==> config.mk <==
export PLATFORM = sky130hd
export DESIGN_NAME = cbc_top
export DESIGN_NICKNAME = d
export VERILOG_FILES = /design/src/hdl/cbc_compare.v /design/src/hdl/cbc_bcd.v /design/src/hdl/cbc_top.v
export VERILOG_INCLUDE_DIRS = /design/src /design/src/hdl
export SDC_FILE = /design/constraint.sdc
export NUM_CORES = 1
export LEC_CHECK = 0
export ABC_AREA = 1
export CAP_MARGIN = 15
export CORE_MARGIN = 10
export CORE_UTILIZATION = 40
export DETAILED_ROUTE_END_ITERATION = 16
export DONT_BUFFER_PORTS = 1
export GPL_ROUTABILITY_DRIVEN = 0
export PLACE_DENSITY = 0.64
export REMOVE_ABC_BUFFERS = 1
export SETUP_SLACK_MARGIN = 0.5
export SYNTH_ARGS = -nofsm -noshare
export SYNTH_HDL_FRONTEND = slang
export SYNTH_SLANG_ARGS = --single-unit
==> constraint.sdc <==
create_clock -name aclk -period 21.4 [get_ports aclk]
set_clock_uncertainty 0.05 [all_clocks]
set_input_delay 4.28 -clock aclk [delete_from_list [all_inputs] [get_ports aclk]]
set_output_delay 4.28 -clock aclk [all_outputs]
set_load 0.1 [all_outputs]
==> src/hdl/cbc_consts.vh <==
/*
  Constants for the compare and BCD convert unit: register byte offsets,
  field positions, reset values, operation and relation codes.
  Assumes it is included by bare name from every design file that needs it.
*/
// How it works
// - Compare operands with one of six relations
// - Logic result is 1 when relation holds
// - No invert option; use opposite relation instead
// - Word compare treats operands as signed 16-bit
// - Word compare: update result, codes; clear overflow
// - Long compare treats operands as signed 32-bit
// - Long compare: keep binary result, stored overflow
// - Float compare treats operands as real numbers
// - Float compare: update codes and overflows; keep binary
// - Word BCD source is signed three digits
// - BCD-to-binary activate output equals activate input
// - Digit 10..15 raises fault, halts, logs 2521
// - Decimal-to-binary sets result flags, clears either-term
// - Word to BCD; out of range drops activate
// - Word to decimal updates result and overflow flags
// - Long BCD source is signed seven digits
// - No activate input: no conversion, output 0
// - Word widen sign-extends; activate out equals in
// - Word widen sets result flags, clears either-term
`ifndef CBC_CONSTS_VH
`define CBC_CONSTS_VH

// Register byte offsets
`define CBC_OFS_CTRL 8'h00
`define CBC_OFS_OPA 8'h04
`define CBC_OFS_OPB 8'h08
`define CBC_OFS_RES 8'h0c
`define CBC_OFS_STAT 8'h10
`define CBC_OFS_FAULT 8'h14

// Control register fields
`define CBC_CTRL_OP 2:0
`define CBC_CTRL_REL 6:4
`define CBC_CTRL_ACT 8
`define CBC_CTRL_HND 9
`define CBC_CTRL_GO 31

// Status word bit positions
`define CBC_ST_FST 0
`define CBC_ST_LOG 1
`define CBC_ST_OPS 2
`define CBC_ST_OR 3
`define CBC_ST_SOV 4
`define CBC_ST_OVF 5
`define CBC_ST_CCL 6
`define CBC_ST_CCH 7
`define CBC_ST_BIN 8
`define CBC_ST_ACO 9

// Reset values
`define CBC_RST_CTRL 32'h0000_0000
`define CBC_RST_STAT 10'h000

// Fault register: sticky flag and logged event number
`define CBC_FLT_BIT 0
`define CBC_FLT_ID 27:16
`define CBC_EVT_BCD 12'd2521

// Operation codes
`define CBC_OP_WCMP 3'h0
`define CBC_OP_LCMP 3'h1
`define CBC_OP_FCMP 3'h2
`define CBC_OP_BCD2W 3'h3
`define CBC_OP_W2BCD 3'h4
`define CBC_OP_BCD2L 3'h5
`define CBC_OP_WIDEN 3'h6

// Compare operand modes
`define CBC_MODE_WORD 2'h0
`define CBC_MODE_LONG 2'h1
`define CBC_MODE_REAL 2'h2

// Relation codes
`define CBC_REL_EQ 3'h0
`define CBC_REL_NE 3'h1
`define CBC_REL_GT 3'h2
`define CBC_REL_LT 3'h3
`define CBC_REL_GE 3'h4
`define CBC_REL_LE 3'h5

// Largest magnitude for three-digit BCD
`define CBC_BCD3_MAX 17'd999

`endif

==> src/hdl/cbc_compare.v <==
/*
  Combinational comparator: word, long and real operand modes.
  Assumes operands come from registers on the same clock.
*/
`timescale 1ns/1ps
module cbc_compare (
    input wire [1:0] mode,
    input wire [2:0] rel,
    input wire [31:0] a,
    input wire [31:0] b,
    output reg gt,
    output reg lt,
    output reg unord,
    output reg hit
);
`include "cbc_consts.vh"

    // Order-preserving keys for real operands
    wire [31:0] ka = a[31] ? ~a : {1'b1, a[30:0]};
    wire [31:0] kb = b[31] ? ~b : {1'b1, b[30:0]};
    // Both zeros compare equal whatever their sign
    wire zz = (a[30:0] == 31'h0) && (b[30:0] == 31'h0);
    // NaN has full exponent and non-zero fraction
    wire na = (a[30:23] == 8'hff) && (a[22:0] != 23'h0);
    wire nb = (b[30:23] == 8'hff) && (b[22:0] != 23'h0);

    // Outcome per mode, then relation select
    always @* begin
        gt = 1'b0;
        lt = 1'b0;
        unord = 1'b0;
        case (mode)
            `CBC_MODE_WORD: begin
                gt = $signed(a[15:0]) > $signed(b[15:0]);
                lt = $signed(a[15:0]) < $signed(b[15:0]);
            end
            `CBC_MODE_LONG: begin
                gt = $signed(a) > $signed(b);
                lt = $signed(a) < $signed(b);
            end
            `CBC_MODE_REAL: begin
                unord = na | nb;
                gt = !unord && !zz && (ka > kb);
                lt = !unord && !zz && (ka < kb);
            end
            default: begin
                gt = 1'b0;
            end
        endcase
        // No invert option; unordered makes every relation false
        case (rel)
            `CBC_REL_EQ: hit = !unord && !gt && !lt;
            `CBC_REL_NE: hit = !unord && (gt || lt);
            `CBC_REL_GT: hit = gt;
            `CBC_REL_LT: hit = lt;
            `CBC_REL_GE: hit = !unord && !lt;
            `CBC_REL_LE: hit = !unord && !gt;
            default: hit = 1'b0;
        endcase
    end
endmodule // cbc_compare

==> src/hdl/cbc_bcd.v <==
/*
  Combinational packed BCD converters, word and long widths.
  Assumes the source word comes from a register on the same clock.
*/
`timescale 1ns/1ps
module cbc_bcd (
    input wire [31:0] src,
    output wire [15:0] word_bin,
    output wire [31:0] long_bin,
    output wire word_bad,
    output wire long_bad,
    output wire [15:0] bcd_word,
    output wire bcd_ovf
);
`include "cbc_consts.vh"

    // Digit value of up to seven nibbles, most significant first
    function [31:0] digits_value;
        input [27:0] d;
        integer i;
        begin
            digits_value = 32'h0;
            for (i = 6; i >= 0; i = i - 1)
                digits_value = digits_value * 32'd10 + {28'h0, d[4*i +: 4]};
        end
    endfunction

    // Any nibble holding 10 to 15 is an invalid digit
    function any_bad;
        input [27:0] d;
        integer i;
        begin
            any_bad = 1'b0;
            for (i = 0; i < 7; i = i + 1)
                if (d[4*i +: 4] > 4'd9)
                    any_bad = 1'b1;
        end
    endfunction

    // Shift-add-three turns a ten-bit magnitude into three digits
    function [11:0] dabble;
        input [9:0] v;
        reg [21:0] s;
        integer i;
        integer j;
        begin
            s = {12'h0, v};
            for (i = 0; i < 10; i = i + 1) begin
                for (j = 0; j < 3; j = j + 1)
                    if (s[10+4*j +: 4] > 4'd4)
                        s[10+4*j +: 4] = s[10+4*j +: 4] + 4'd3;
                s = s << 1;
            end
            dabble = s[21:10];
        end
    endfunction

    // Sign lives in the top nibble; any non-zero sign means negative
    wire wneg = (src[15:12] != 4'h0);
    wire lneg = (src[31:28] != 4'h0);
    wire [31:0] wmag = digits_value({16'h0, src[11:0]});
    wire [31:0] lmag = digits_value(src[27:0]);
    assign word_bin = wneg ? 16'h0 - wmag[15:0] : wmag[15:0];
    assign long_bin = lneg ? 32'h0 - lmag : lmag;
    assign word_bad = any_bad({16'h0, src[11:0]});
    assign long_bad = any_bad(src[27:0]);

    // Binary to BCD; seventeen bits hold the magnitude of -32768
    wire bneg = src[15];
    wire [16:0] bmag = bneg ? 17'h0 - {1'b1, src[15:0]} : {1'b0, src[15:0]};
    assign bcd_ovf = bmag > `CBC_BCD3_MAX;
    assign bcd_word = {bneg ? 4'hf : 4'h0, dabble(bmag[9:0])};
endmodule // cbc_bcd

==> src/hdl/cbc_top.v <==
/*
  Compare and BCD convert unit with an AXI4-Lite register slave.
  Software loads operands, writes the control word with the start
  bit, and reads back result, status word and fault record.
  Assumes a single clock, synchronous active-low reset, and a
  well-behaved AXI4-Lite master with one write and one read at a time.
*/
// Design decisions made here: the address map and the AXI4-Lite register port.
`timescale 1ns/1ps
module cbc_top (
    input wire aclk,
    input wire aresetn,
    input wire [7:0] s_axi_awaddr,
    input wire [2:0] s_axi_awprot,
    input wire s_axi_awvalid,
    output reg s_axi_awready,
    input wire [31:0] s_axi_wdata,
    input wire [3:0] s_axi_wstrb,
    input wire s_axi_wvalid,
    output reg s_axi_wready,
    output reg [1:0] s_axi_bresp,
    output reg s_axi_bvalid,
    input wire s_axi_bready,
    input wire [7:0] s_axi_araddr,
    input wire [2:0] s_axi_arprot,
    input wire s_axi_arvalid,
    output reg s_axi_arready,
    output reg [31:0] s_axi_rdata,
    output reg [1:0] s_axi_rresp,
    output reg s_axi_rvalid,
    input wire s_axi_rready,
    output reg activate_output,
    output reg logic_result_bit,
    output reg halted,
    output reg handler_request
);
`include "cbc_consts.vh"

    // Response codes of the bus
    localparam [1:0] RESP_OKAY = 2'b00;
    localparam [1:0] RESP_SLVERR = 2'b10;

    // Software-visible registers
    reg [31:0] ctrl; // Operation, relation, activate input
    reg [31:0] operand_a; // First operand or conversion source
    reg [31:0] operand_b; // Second operand
    reg [31:0] res; // Conversion result
    reg [9:0] stat; // Status word
    reg fault; // Sticky conversion fault, halts execution

    // Start request, one cycle after the control write
    reg start;

    // Write channel holding registers
    reg aw_held; // Address taken, waiting for data
    reg w_held; // Data taken, waiting for address
    reg [7:0] aw_addr;
    reg [31:0] w_data;
    reg [3:0] w_strb;

    // Next values from the execution logic
    reg [9:0] next_stat;
    reg [31:0] next_res;
    reg next_fault;

    // Field views of the control word
    wire [2:0] op = ctrl[`CBC_CTRL_OP];
    wire [2:0] rel = ctrl[`CBC_CTRL_REL];
    wire act = ctrl[`CBC_CTRL_ACT];
    wire hnd = ctrl[`CBC_CTRL_HND];

    // Combinational engines
    wire [1:0] cmp_mode;
    wire cmp_gt;
    wire cmp_lt;
    wire cmp_unord;
    wire cmp_hit;
    wire [15:0] word_bin;
    wire [31:0] long_bin;
    wire word_bad;
    wire long_bad;
    wire [15:0] bcd_word;
    wire bcd_ovf;

    // Operation code picks the operand mode of the comparator
    assign cmp_mode = (op == `CBC_OP_LCMP) ? `CBC_MODE_LONG :
                      (op == `CBC_OP_FCMP) ? `CBC_MODE_REAL : `CBC_MODE_WORD;

    cbc_compare u_cmp (
        .mode(cmp_mode),
        .rel(rel),
        .a(operand_a),
        .b(operand_b),
        .gt(cmp_gt),
        .lt(cmp_lt),
        .unord(cmp_unord),
        .hit(cmp_hit)
    );

    cbc_bcd u_bcd (
        .src(operand_a),
        .word_bin(word_bin),
        .long_bin(long_bin),
        .word_bad(word_bad),
        .long_bad(long_bad),
        .bcd_word(bcd_word),
        .bcd_ovf(bcd_ovf)
    );

    // Condition codes: 10 greater, 01 less, 00 equal, 11 unordered
    function [1:0] cc_code;
        input g;
        input l;
        input u;
        begin
            if (u)
                cc_code = 2'b11;
            else if (g)
                cc_code = 2'b10;
            else if (l)
                cc_code = 2'b01;
            else
                cc_code = 2'b00;
        end
    endfunction

    // Register index check: word aligned and within the map
    function mapped;
        input [7:0] a;
        begin
            mapped = (a[1:0] == 2'b00) && (a <= `CBC_OFS_FAULT);
        end
    endfunction

    // Byte-lane merge of a write into an old value
    function [31:0] merge;
        input [31:0] old;
        input [31:0] d;
        input [3:0] s;
        integer i;
        begin
            merge = old;
            for (i = 0; i < 4; i = i + 1)
                if (s[i])
                    merge[8*i +: 8] = d[8*i +: 8];
        end
    endfunction

    // Execution: flags and result for the requested operation
    always @* begin
        next_stat = stat;
        next_res = res;
        next_fault = 1'b0;
        case (op)
            `CBC_OP_WCMP, `CBC_OP_LCMP, `CBC_OP_FCMP: begin
                next_stat[`CBC_ST_LOG] = cmp_hit;
                next_stat[`CBC_ST_OPS] = cmp_hit;
                {next_stat[`CBC_ST_CCH], next_stat[`CBC_ST_CCL]} =
                    cc_code(cmp_gt, cmp_lt, cmp_unord);
                next_stat[`CBC_ST_OR] = 1'b0;
                next_stat[`CBC_ST_FST] = 1'b1;
                if (op == `CBC_OP_WCMP) begin
                    // Only the word compare writes the binary result
                    next_stat[`CBC_ST_BIN] = cmp_hit;
                    next_stat[`CBC_ST_OVF] = 1'b0;
                end else if (op == `CBC_OP_LCMP) begin
                    next_stat[`CBC_ST_OVF] = 1'b0;
                end else begin
                    // Unordered reals report overflow, stored as well
                    next_stat[`CBC_ST_OVF] = cmp_unord;
                    next_stat[`CBC_ST_SOV] = stat[`CBC_ST_SOV] | cmp_unord;
                end
            end
            `CBC_OP_BCD2W, `CBC_OP_BCD2L: begin
                // Activate output follows the input, even on a fault
                next_stat[`CBC_ST_ACO] = act;
                if (!act) begin
                    next_stat[`CBC_ST_ACO] = 1'b0;
                end else if ((op == `CBC_OP_BCD2W) ? word_bad : long_bad) begin
                    next_fault = 1'b1;
                end else begin
                    next_res = (op == `CBC_OP_BCD2W) ?
                        {{16{word_bin[15]}}, word_bin} : long_bin;
                    next_stat[`CBC_ST_BIN] = 1'b1;
                    next_stat[`CBC_ST_OPS] = 1'b1;
                    next_stat[`CBC_ST_LOG] = 1'b1;
                    next_stat[`CBC_ST_FST] = 1'b1;
                    next_stat[`CBC_ST_OR] = 1'b0;
                end
            end
            `CBC_OP_W2BCD: begin
                if (!act) begin
                    next_stat[`CBC_ST_ACO] = 1'b0;
                end else begin
                    // Out of range: result kept, overflow raised
                    next_stat[`CBC_ST_ACO] = !bcd_ovf;
                    next_stat[`CBC_ST_BIN] = !bcd_ovf;
                    next_stat[`CBC_ST_OPS] = !bcd_ovf;
                    next_stat[`CBC_ST_LOG] = !bcd_ovf;
                    next_stat[`CBC_ST_OVF] = bcd_ovf;
                    next_stat[`CBC_ST_SOV] = stat[`CBC_ST_SOV] | bcd_ovf;
                    next_stat[`CBC_ST_OR] = 1'b0;
                    next_stat[`CBC_ST_FST] = 1'b1;
                    if (!bcd_ovf)
                        next_res = {16'h0, bcd_word};
                end
            end
            `CBC_OP_WIDEN: begin
                next_stat[`CBC_ST_ACO] = act;
                if (act) begin
                    next_res = {{16{operand_a[15]}}, operand_a[15:0]};
                    next_stat[`CBC_ST_BIN] = 1'b1;
                    next_stat[`CBC_ST_OPS] = 1'b1;
                    next_stat[`CBC_ST_LOG] = 1'b1;
                    next_stat[`CBC_ST_FST] = 1'b1;
                    next_stat[`CBC_ST_OR] = 1'b0;
                end
            end
            default: begin
                // Unused operation codes change nothing
                next_res = res;
            end
        endcase
    end

    // Write channel: address and data taken in either order
    always @(posedge aclk) begin
        if (!aresetn) begin
            s_axi_awready <= 1'b0;
            s_axi_wready <= 1'b0;
            s_axi_bvalid <= 1'b0;
            s_axi_bresp <= RESP_OKAY;
            aw_held <= 1'b0;
            w_held <= 1'b0;
            aw_addr <= 8'h00;
            w_data <= 32'h0;
            w_strb <= 4'h0;
        end else begin
            // Ready pulses for one cycle per beat
            s_axi_awready <= !aw_held && !s_axi_awready && s_axi_awvalid && !s_axi_bvalid;
            s_axi_wready <= !w_held && !s_axi_wready && s_axi_wvalid && !s_axi_bvalid;
            if (s_axi_awvalid && s_axi_awready) begin
                aw_held <= 1'b1;
                aw_addr <= s_axi_awaddr;
            end
            if (s_axi_wvalid && s_axi_wready) begin
                w_held <= 1'b1;
                w_data <= s_axi_wdata;
                w_strb <= s_axi_wstrb;
            end
            // Both halves present: commit and answer
            if (aw_held && w_held) begin
                aw_held <= 1'b0;
                w_held <= 1'b0;
                s_axi_bvalid <= 1'b1;
                s_axi_bresp <= mapped(aw_addr) ? RESP_OKAY : RESP_SLVERR;
            end else if (s_axi_bvalid && s_axi_bready) begin
                s_axi_bvalid <= 1'b0;
            end
        end
    end

    // Register file, execution and fault record
    always @(posedge aclk) begin
        if (!aresetn) begin
            ctrl <= `CBC_RST_CTRL;
            operand_a <= 32'h0;
            operand_b <= 32'h0;
            res <= 32'h0;
            stat <= `CBC_RST_STAT;
            fault <= 1'b0;
            start <= 1'b0;
            handler_request <= 1'b0;
        end else begin
            start <= 1'b0;
            handler_request <= 1'b0;
            if (aw_held && w_held) begin
                case (aw_addr)
                    `CBC_OFS_CTRL: begin
                        // Start bit is not stored; it only requests a run
                        ctrl <= merge(ctrl, w_data, w_strb) & 32'h7fff_ffff;
                        start <= w_strb[3] && w_data[`CBC_CTRL_GO];
                    end
                    `CBC_OFS_OPA: operand_a <= merge(operand_a, w_data, w_strb);
                    `CBC_OFS_OPB: operand_b <= merge(operand_b, w_data, w_strb);
                    `CBC_OFS_STAT: begin
                        // Lets software restore a saved status word
                        if (w_strb[0])
                            stat[7:0] <= w_data[7:0];
                        if (w_strb[1])
                            stat[9:8] <= w_data[9:8];
                    end
                    `CBC_OFS_FAULT: begin
                        // Write one to clear; a fault in the same cycle wins
                        if (w_strb[0] && w_data[`CBC_FLT_BIT])
                            fault <= 1'b0;
                    end
                    default: begin
                        // Result and unmapped words ignore writes
                        start <= 1'b0;
                    end
                endcase
            end
            // A raised fault halts every later run until cleared
            if (start && !fault) begin
                stat <= next_stat;
                res <= next_res;
                if (next_fault) begin
                    fault <= 1'b1;
                    handler_request <= hnd;
                end
            end
        end
    end

    // Pins mirror the status word and fault one cycle later
    always @(posedge aclk) begin
        if (!aresetn) begin
            activate_output <= 1'b0;
            logic_result_bit <= 1'b0;
            halted <= 1'b0;
        end else begin
            activate_output <= stat[`CBC_ST_ACO];
            logic_result_bit <= stat[`CBC_ST_LOG];
            halted <= fault;
        end
    end

    // Read channel: one-cycle decode, data held until taken
    always @(posedge aclk) begin
        if (!aresetn) begin
            s_axi_arready <= 1'b0;
            s_axi_rvalid <= 1'b0;
            s_axi_rdata <= 32'h0;
            s_axi_rresp <= RESP_OKAY;
        end else begin
            s_axi_arready <= !s_axi_arready && !s_axi_rvalid && s_axi_arvalid;
            if (s_axi_arvalid && s_axi_arready) begin
                s_axi_rvalid <= 1'b1;
                s_axi_rresp <= mapped(s_axi_araddr) ? RESP_OKAY : RESP_SLVERR;
                case (s_axi_araddr)
                    `CBC_OFS_CTRL: s_axi_rdata <= ctrl;
                    `CBC_OFS_OPA: s_axi_rdata <= operand_a;
                    `CBC_OFS_OPB: s_axi_rdata <= operand_b;
                    `CBC_OFS_RES: s_axi_rdata <= res;
                    `CBC_OFS_STAT: s_axi_rdata <= {22'h0, stat};
                    `CBC_OFS_FAULT: s_axi_rdata <= fault ?
                        {4'h0, `CBC_EVT_BCD, 15'h0, 1'b1} : 32'h0;
                    default: s_axi_rdata <= 32'h0;
                endcase
            end else if (s_axi_rvalid && s_axi_rready) begin
                s_axi_rvalid <= 1'b0;
            end
        end
    end
endmodule // cbc_top

# [Word level (Yosys, flattened, before mapping)]
# Cells that the tools add are included.
[word_totals] reg_bits=230 input_bits=65 out_inout_bits=45 elab_cells=350
[classes] n_addsub=35 mul=8 order_cmp=40 eq_ne=40 muxes=95 bitwise_logic=6 reduce_logical=88
[op_table] op="2-to-1 mux 32 bit" count=9
[op_table] op="adder 32 x 4 -> 32 bit" count=7
[op_table] op="case mux 32 bit (6 select lines)" count=1
[op_table] op="multiplier 32 x 3 -> 31 bit (second input constant)" count=5
[op_table] op="case mux 32 bit (3 select lines)" count=1
[op_table] op="> comparator 4 x 3 -> 1 bit (second input constant)" count=21
[op_table] op="2-to-1 mux 4 bit" count=20
[op_table] op="> comparator 32 bit" count=2
[op_table] op="< comparator 32 bit" count=2
[op_table] op="NOT 32 bit" count=2
[op_table] op="logical NOT 31 bit" count=2
[op_table] op="adder 4 x 2 -> 4 bit (second input constant)" count=15
[op_table] op="nonzero test 23 bit" count=2
[op_table] op="AND reduction 3 bit" count=14
[op_table] op="2-to-1 mux 1 bit" count=33
[op_table] op="== test 8 x 5 -> 1 bit (second input constant)" count=4
[op_table] op="multiplier 32 x 3 -> 15 bit (second input constant)" count=1
[op_table] op="subtractor 1 x 32 -> 32 bit (first input constant)" count=1
[op_table] op="2-to-1 mux 10 bit" count=3
[op_table] op="logical AND 1 bit" count=29
[op_table] op="> comparator 4 bit (second input constant)" count=7
[op_table] op="2-to-1 mux 28 bit" count=1
[op_table] op="== test 8 x 4 -> 1 bit (second input constant)" count=3
[op_table] op="2-to-1 mux 3 bit" count=8
[op_table] op="other kinds (53)" count=119

# [Depth between registers and ports, before layout]
[depth] word_depth=23 ltp_mapped=82 depth_no_buf=82

# [Cells and area by module]
# A second synthesis with hierarchy kept.
[hier_totals] cells_unflattened=3886 hier_area_um2=24892.6
[modules_own_cells] module="cbc_bcd" instances=1 cells_per_inst=1999 area_per_inst_um2=11975.2 seq_area_each_um2=0.0
[modules_own_cells] module="cbc_top" instances=1 cells_per_inst=1424 area_per_inst_um2=10069.7 seq_area_each_um2=4564.4
[modules_own_cells] module="cbc_compare" instances=1 cells_per_inst=463 area_per_inst_um2=2847.7 seq_area_each_um2=0.0

# [Least setup slack after synthesis]
# Ideal clock, no wire load.
[synth_timing] kind="register to register" from="register operand_a[26]" to="register res[30]" setup_ns=0.119 arrival_ns=11.483 required_ns=21.231 path_slack_ns=9.747 path_stages_with_launch=69 path_buffers=0 period_less_slack_ns=11.653 cell_sequence="dfxtp_1 > ha_1 > ha_1 > a21oi_1 > inv_1 > a31oi_1 > or2_2 > nor2_1 > xor2_1 > ha_1 > ha_1 > nand2_1 > nor2_1 > a211oi_1 > o21ai_0 > xor2_1 > or3_1 > nand2_1 > [... 33 more ...] > ha_1 > ha_1 > nand2_1 > nor4_1 > nand3_1 > nand3_1 > xor2_1 > nand2_1 > nor3_1 > nand3_1 > nand2_1 > nand2_1 > o21ai_0 > nand3_1 > nand3_1 > nand2_1 > nand2_1 > a21oi_1"
[synth_between] elab_chain_cells=18 elab_cells_between_ends=23 classes_between="add/sub: 7; mul: 6; order compare: 1; eq/ne: 1; mux: 7; reduce/logical: 1"
[synth_rtl] element="from (decl)" line_no="cbc_top.v:45" rtl="reg [31:0] operand_a;"
[synth_rtl] element="from (signal assigned)" line_no="cbc_top.v:284" rtl="`CBC_OFS_OPA: operand_a <= merge(operand_a, w_data, w_strb);"
[synth_rtl] element="multiplier 4 x 3 -> 7 bit" line_no="cbc_bcd.v:24" rtl="digits_value = digits_value * 32'd10 + {28'h0, d[4*i +: 4]};"
[synth_rtl] element="adder 32 x 4 -> 32 bit" line_no="cbc_bcd.v:24"
[synth_rtl] element="multiplier 32 x 3 -> 31 bit" line_no="cbc_bcd.v:24"
[synth_rtl] element="adder 32 x 4 -> 32 bit" line_no="cbc_bcd.v:24"
[synth_rtl] element="multiplier 32 x 3 -> 31 bit" line_no="cbc_bcd.v:24"
[synth_rtl] element="adder 32 x 4 -> 32 bit" line_no="cbc_bcd.v:24"
[synth_rtl] element="multiplier 32 x 3 -> 31 bit" line_no="cbc_bcd.v:24"
[synth_rtl] element="adder 32 x 4 -> 32 bit" line_no="cbc_bcd.v:24"
[synth_rtl] element="[... 2 more ...]"
[synth_rtl] element="multiplier 32 x 3 -> 31 bit" line_no="cbc_bcd.v:24"
[synth_rtl] element="adder 32 x 4 -> 32 bit" line_no="cbc_bcd.v:24"
[synth_rtl] element="subtractor 1 x 32 -> 32 bit" line_no="cbc_bcd.v:64" rtl="assign long_bin = lneg ? 32'h0 - lmag : lmag;"
[synth_rtl] element="2-to-1 mux 32 bit" line_no="cbc_bcd.v:64"
[synth_rtl] element="2-to-1 mux 32 bit" line_no="cbc_top.v:182" rtl="next_res = (op == `CBC_OP_BCD2W) ?"
[synth_rtl] element="2-to-1 mux 32 bit" line_no="cbc_top.v:179" rtl="end else if ((op == `CBC_OP_BCD2W) ? word_bad : long_bad) begin"
[synth_rtl] element="2-to-1 mux 32 bit" line_no="cbc_top.v:177" rtl="if (!act) begin"
[synth_rtl] element="case mux 32 bit (3 select lines)" line_no="cbc_top.v:154" rtl="case (op)"
[synth_rtl] element="to (signal assigned)" line_no="cbc_top.v:307" rtl="res <= next_res;"
[synth_rtl] element="to (decl)" line_no="cbc_top.v:47" rtl="reg [31:0] res;"
# Several ways; a longest one is shown, not always the timed one. The select of a mux whose other input is x is not followed.
# A chain may end at the register's enable or synchronous reset.

# [Final worst setup path]
# Same ends and word-level chain as after synthesis.

==> results.py <==
metrics = {
    "setup_path": {
        "path_delay_family": "simple AND/OR/NAND/NOR gates",
        "cp.arrival_ns": 14.07,
        "path_buf_inv": 8,
        "cp.required_ns": 21.80,
        "end_kind": "flip-flop",
        "crit_fanout": 7,
        "critPathKind": "flip-flop to flip-flop",
        "start_kind": "flip-flop",
        "path_common_cell": "nand2_1",
        "r2r_slack_ns": 7.73,
        "critPathMaxStageDelay_ns": 0.55,
        "critPathSlowestCell": "dfxtp_1",
    },
    "synth": {
        "yosysWarnings": 0,
        "synth_top_family_by_area": "simple AND/OR/NAND/NOR gates",
        "avgSynthCellArea_um2": 6.58,
        "synth_ff_type": "dfxtp_1",
        "synth_adder_area_share_pct": 17.3,
        "synthCells": 3547,
        "synth_seq_cells": 228,
        "synthArstFlopShare_pct": 0,
        "synth-compound-area-share_pct": 18.9,
        "synth_xor_area_share_pct": 8.73,
        "seq_area_frac_synth_pct": 19.6,
        "synth_cell_types": 69,
        "synth_edf_count": 0,
        "synthesis.area_um2": 23300,
        "synth_mux_area_share_pct": 0.0429,
        "synthSimpleGateAreaFrac_pct": 25.8,
    },
    "floorplanning": {
        "die_h_um": 261,
        "initial_core_util_pct": 40.4,
        "floorplan.io_pins": 110,
        "core_um2": 57700,
        "die_w_um": 261,
        "dieArea_um2": 68400,
        "rows": 88,
    },
    "global_route": {
        "grt_pass1_wl_mm": 109,
        "grt_pass1_vias": 21100,
        "grt_start_max_net_pins": 181,
        "grtUsageTotal_pct": 19.2,
        "grt_overflow": 0,
        "antenna_found_initial": 1,
    },
    "flow_run": {
        "maxCapViolCount": 0,
    },
    "timing": {
        "setup_viol": 0,
        "rsz0062_at_grt": "no",
        "slew_headroom_pct": 22.5,
        "timing.final.crit_share_pct": 63.9,
        "max_freq_mhz": 73.1,
        "drv_slew": 0,
        "period_needed_ns": 13.67,
        "setup_tns_ns": 0,
        "max_slew.worst_pin.slew_ns": 1.16,
        "hold_viol": 0,
    },
    "finish": {
        "antenna_cells": 0,
        "area.growth.synth_to_final_pct": 6.47,
        "drive_above_1_share_pct": 3.73,
        "nets": 3876,
        "finalInstanceArea_um2": 24800,
    },
    "cts": {
        "clk-insertion-delay-late_ns": 0.52,
        "path_clk_slew_ns": 0.06,
        "h-tree-depth": 1,
        "postCtsSetupBuffers": 0,
        "cts_tree": "done",
        "postCtsHoldBufs": 0,
        "cts_resized": 0,
        "cts-root-buf": "clkbuf_16",
        "cts.sinks": 228,
        "cts.path.max_buffers": 3,
        "cts_buffers": 25,
    },
    "routing": {
        "first_pass_iters": 6,
        "drt.antenna.violating_nets": 0,
        "post-route-drc-count": 0,
        "dr_total_vias": 22600,
        "via_per_inst": 5.29,
        "drtIter0Drc": 1528,
        "wl_per_cell_um": 15.8,
        "wirelength_mm": 67.5,
    },
    "power_and_ir_drop": {
        "p_leak_nw": 12.0,
        "vdd_drop_max_v": 0.0000768,
        "power.density_nw_per_um2": 40.7,
    },
    "status": {
        "status": "finished, final reports clean",
    },
    "min_path": {
        "hold_path_class": "flip-flop to flip-flop",
    },
    "placement": {
        "postPlaceCellArea_um2": 24000,
        "dp_hpwl_mm": 53.1,
        "port_buffers": 0,
    },
}
[metal layers]
metal | track usage, % | vias up | part of all wire [%]
met5 | 0 | - | 0.025
met4 | 4.50 | 2 | 2.1
met3 | 1.78 | 85 | 5.3
met2 | 31.9 | 541 | 45
met1 | 26.3 | 10300 | 47
li1 | - | 11800 | -
[Yosys cell counts (11+ instances only)]
library cell	count	area share, %
xor2_1	146	5.5
nor3_1	49	1.1
clkbuf_1	74	1.2
o21ai_0	340	7.3
nand2_2	23	0.62
nor2_2	11	0.30
o22ai_1	25	0.67
fa_1	15	1.3
a211oi_1	16	0.51
dfxtp_1	228	20
nand4_1	59	1.6
a21oi_1	338	7.3
nand2_1	673	11
a221oi_1	11	0.41
inv_1	478	7.7
nand3_1	193	4.1
o221ai_1	15	0.56
nor2_1	302	4.9
xnor2_1	76	2.9
nor4_1	22	0.59
buf_1	12	0.19
ha_1	298	16
[path summary, 6_finish.rpt]
path                       from   endpoint  cells past startpoint
setup / recovery  operand_a[26]    res[30]                     69
hold / removal        w_strb[3]  w_strb[3]                      2
setup reg to reg  operand_a[26]    res[30]                     69
hold reg to reg       w_strb[3]  w_strb[3]                      2
[layout by cell type, fill, tap and decap left out, types with 7 or more instances in the layout]
| cell type | count |
|---|---|
| nand2_1 | 672 |
| inv_1 | 477 |
| o21ai_0 | 340 |
| a21oi_1 | 338 |
| nor2_1 | 302 |
| ha_1 | 298 |
| dfxtp_1 | 226 |
| nand3_1 | 193 |
| xor2_1 | 146 |
| xnor2_1 | 76 |
| nand4_1 | 59 |
| nor3_1 | 49 |
| o22ai_1 | 25 |
| clkbuf_16 | 25 |
| nand2_2 | 24 |
| nor4_1 | 22 |
| a211oi_1 | 16 |
| o221ai_1 | 15 |
| fa_1 | 15 |
| buf_4 | 15 |
| nor2_2 | 11 |
| a221oi_1 | 11 |
| or2_2 | 10 |
| a31oi_1 | 10 |
| o31ai_1 | 10 |
| conb_1 | 9 |
| nand3_2 | 8 |
| o211ai_1 | 7 |
| clkbuf_1 | 7 |
[power by group]
| part | switching [W] | leakage, nW | internal, W |
|---|---|---|---|
| sequential | 0.00000939 | 1.84 | 0.000429 |
| combinational | 0.0000832 | 9.78 | 0.0000349 |
| clock | 0.000176 | 0.418 | 0.000278 |
[flip-flops by register name, summed over array words and instances, names as in the netlist, 4 cells and up]
| register | cells |
|---|---|
| stat | 10 |
| operand_a | 32 |
| w_data | 32 |
| operand_b | 32 |
| ctrl | 31 |
| res | 32 |
| s_axi_rdata | 32 |
| aw_addr | 8 |
| w_strb | 4 |
[layout make-up]
cell class                      count  area [um2]
Clock buffer                       33         666
Clock inverter                     11         180
Timing Repair Buffer               15         113
Sequential cell                   228        4570
Fill cell                        6178       32900
Inverter                          483        1810
Multi-Input combinational cell   2745       16500
Tap cell                          765         957
[through the flow]
stage / hold WS (ns) / utilization [%] / power (W) / instances / setup slack (ns)
6_report: 0.404 / 43.0 / 0.00101 / 4280 / 7.73
5_1_grt: 0.419 / 43.0 / 0.00105 / 4280 / 6.24
4_1_cts: 0.404 / 43.0 / 0.00101 / 4280 / 7.74
3_5_place_dp: 0.393 / 41.6 / 0.000563 / 4236 / 7.79
3_3_place_gp: 0.389 / 41.6 / 0.000563 / 4236 / 7.91
2_1_floorplan: 0.367 / - / 0.000533 / 3456 / 9.69
[cells by family after synthesis]
| kind of cell | Yosys count |
|---|---|
| DFF | 228 |
| muxes | 1 |
| other | 1 |
| adders and majority gates | 313 |
| xor gates and xnor gates | 227 |
| AOI/OAI and AO/OA | 812 |
| and+or+nand+nor | 1383 |
| buffers and inverters | 582 |
[worst register-to-register path: cells and delay by family (launching register included)]
family                     cells  cell delay, ns
xor gates and xnor gates       8            2.22
and+or+nand+nor               33            4.95
adders and majority gates     12            3.88
buffers and inverters          8            0.56
AOI/OAI and AO/OA              8            1.42
DFF                            1            0.55
No activity file was read; power rests on OpenSTA's default activity.
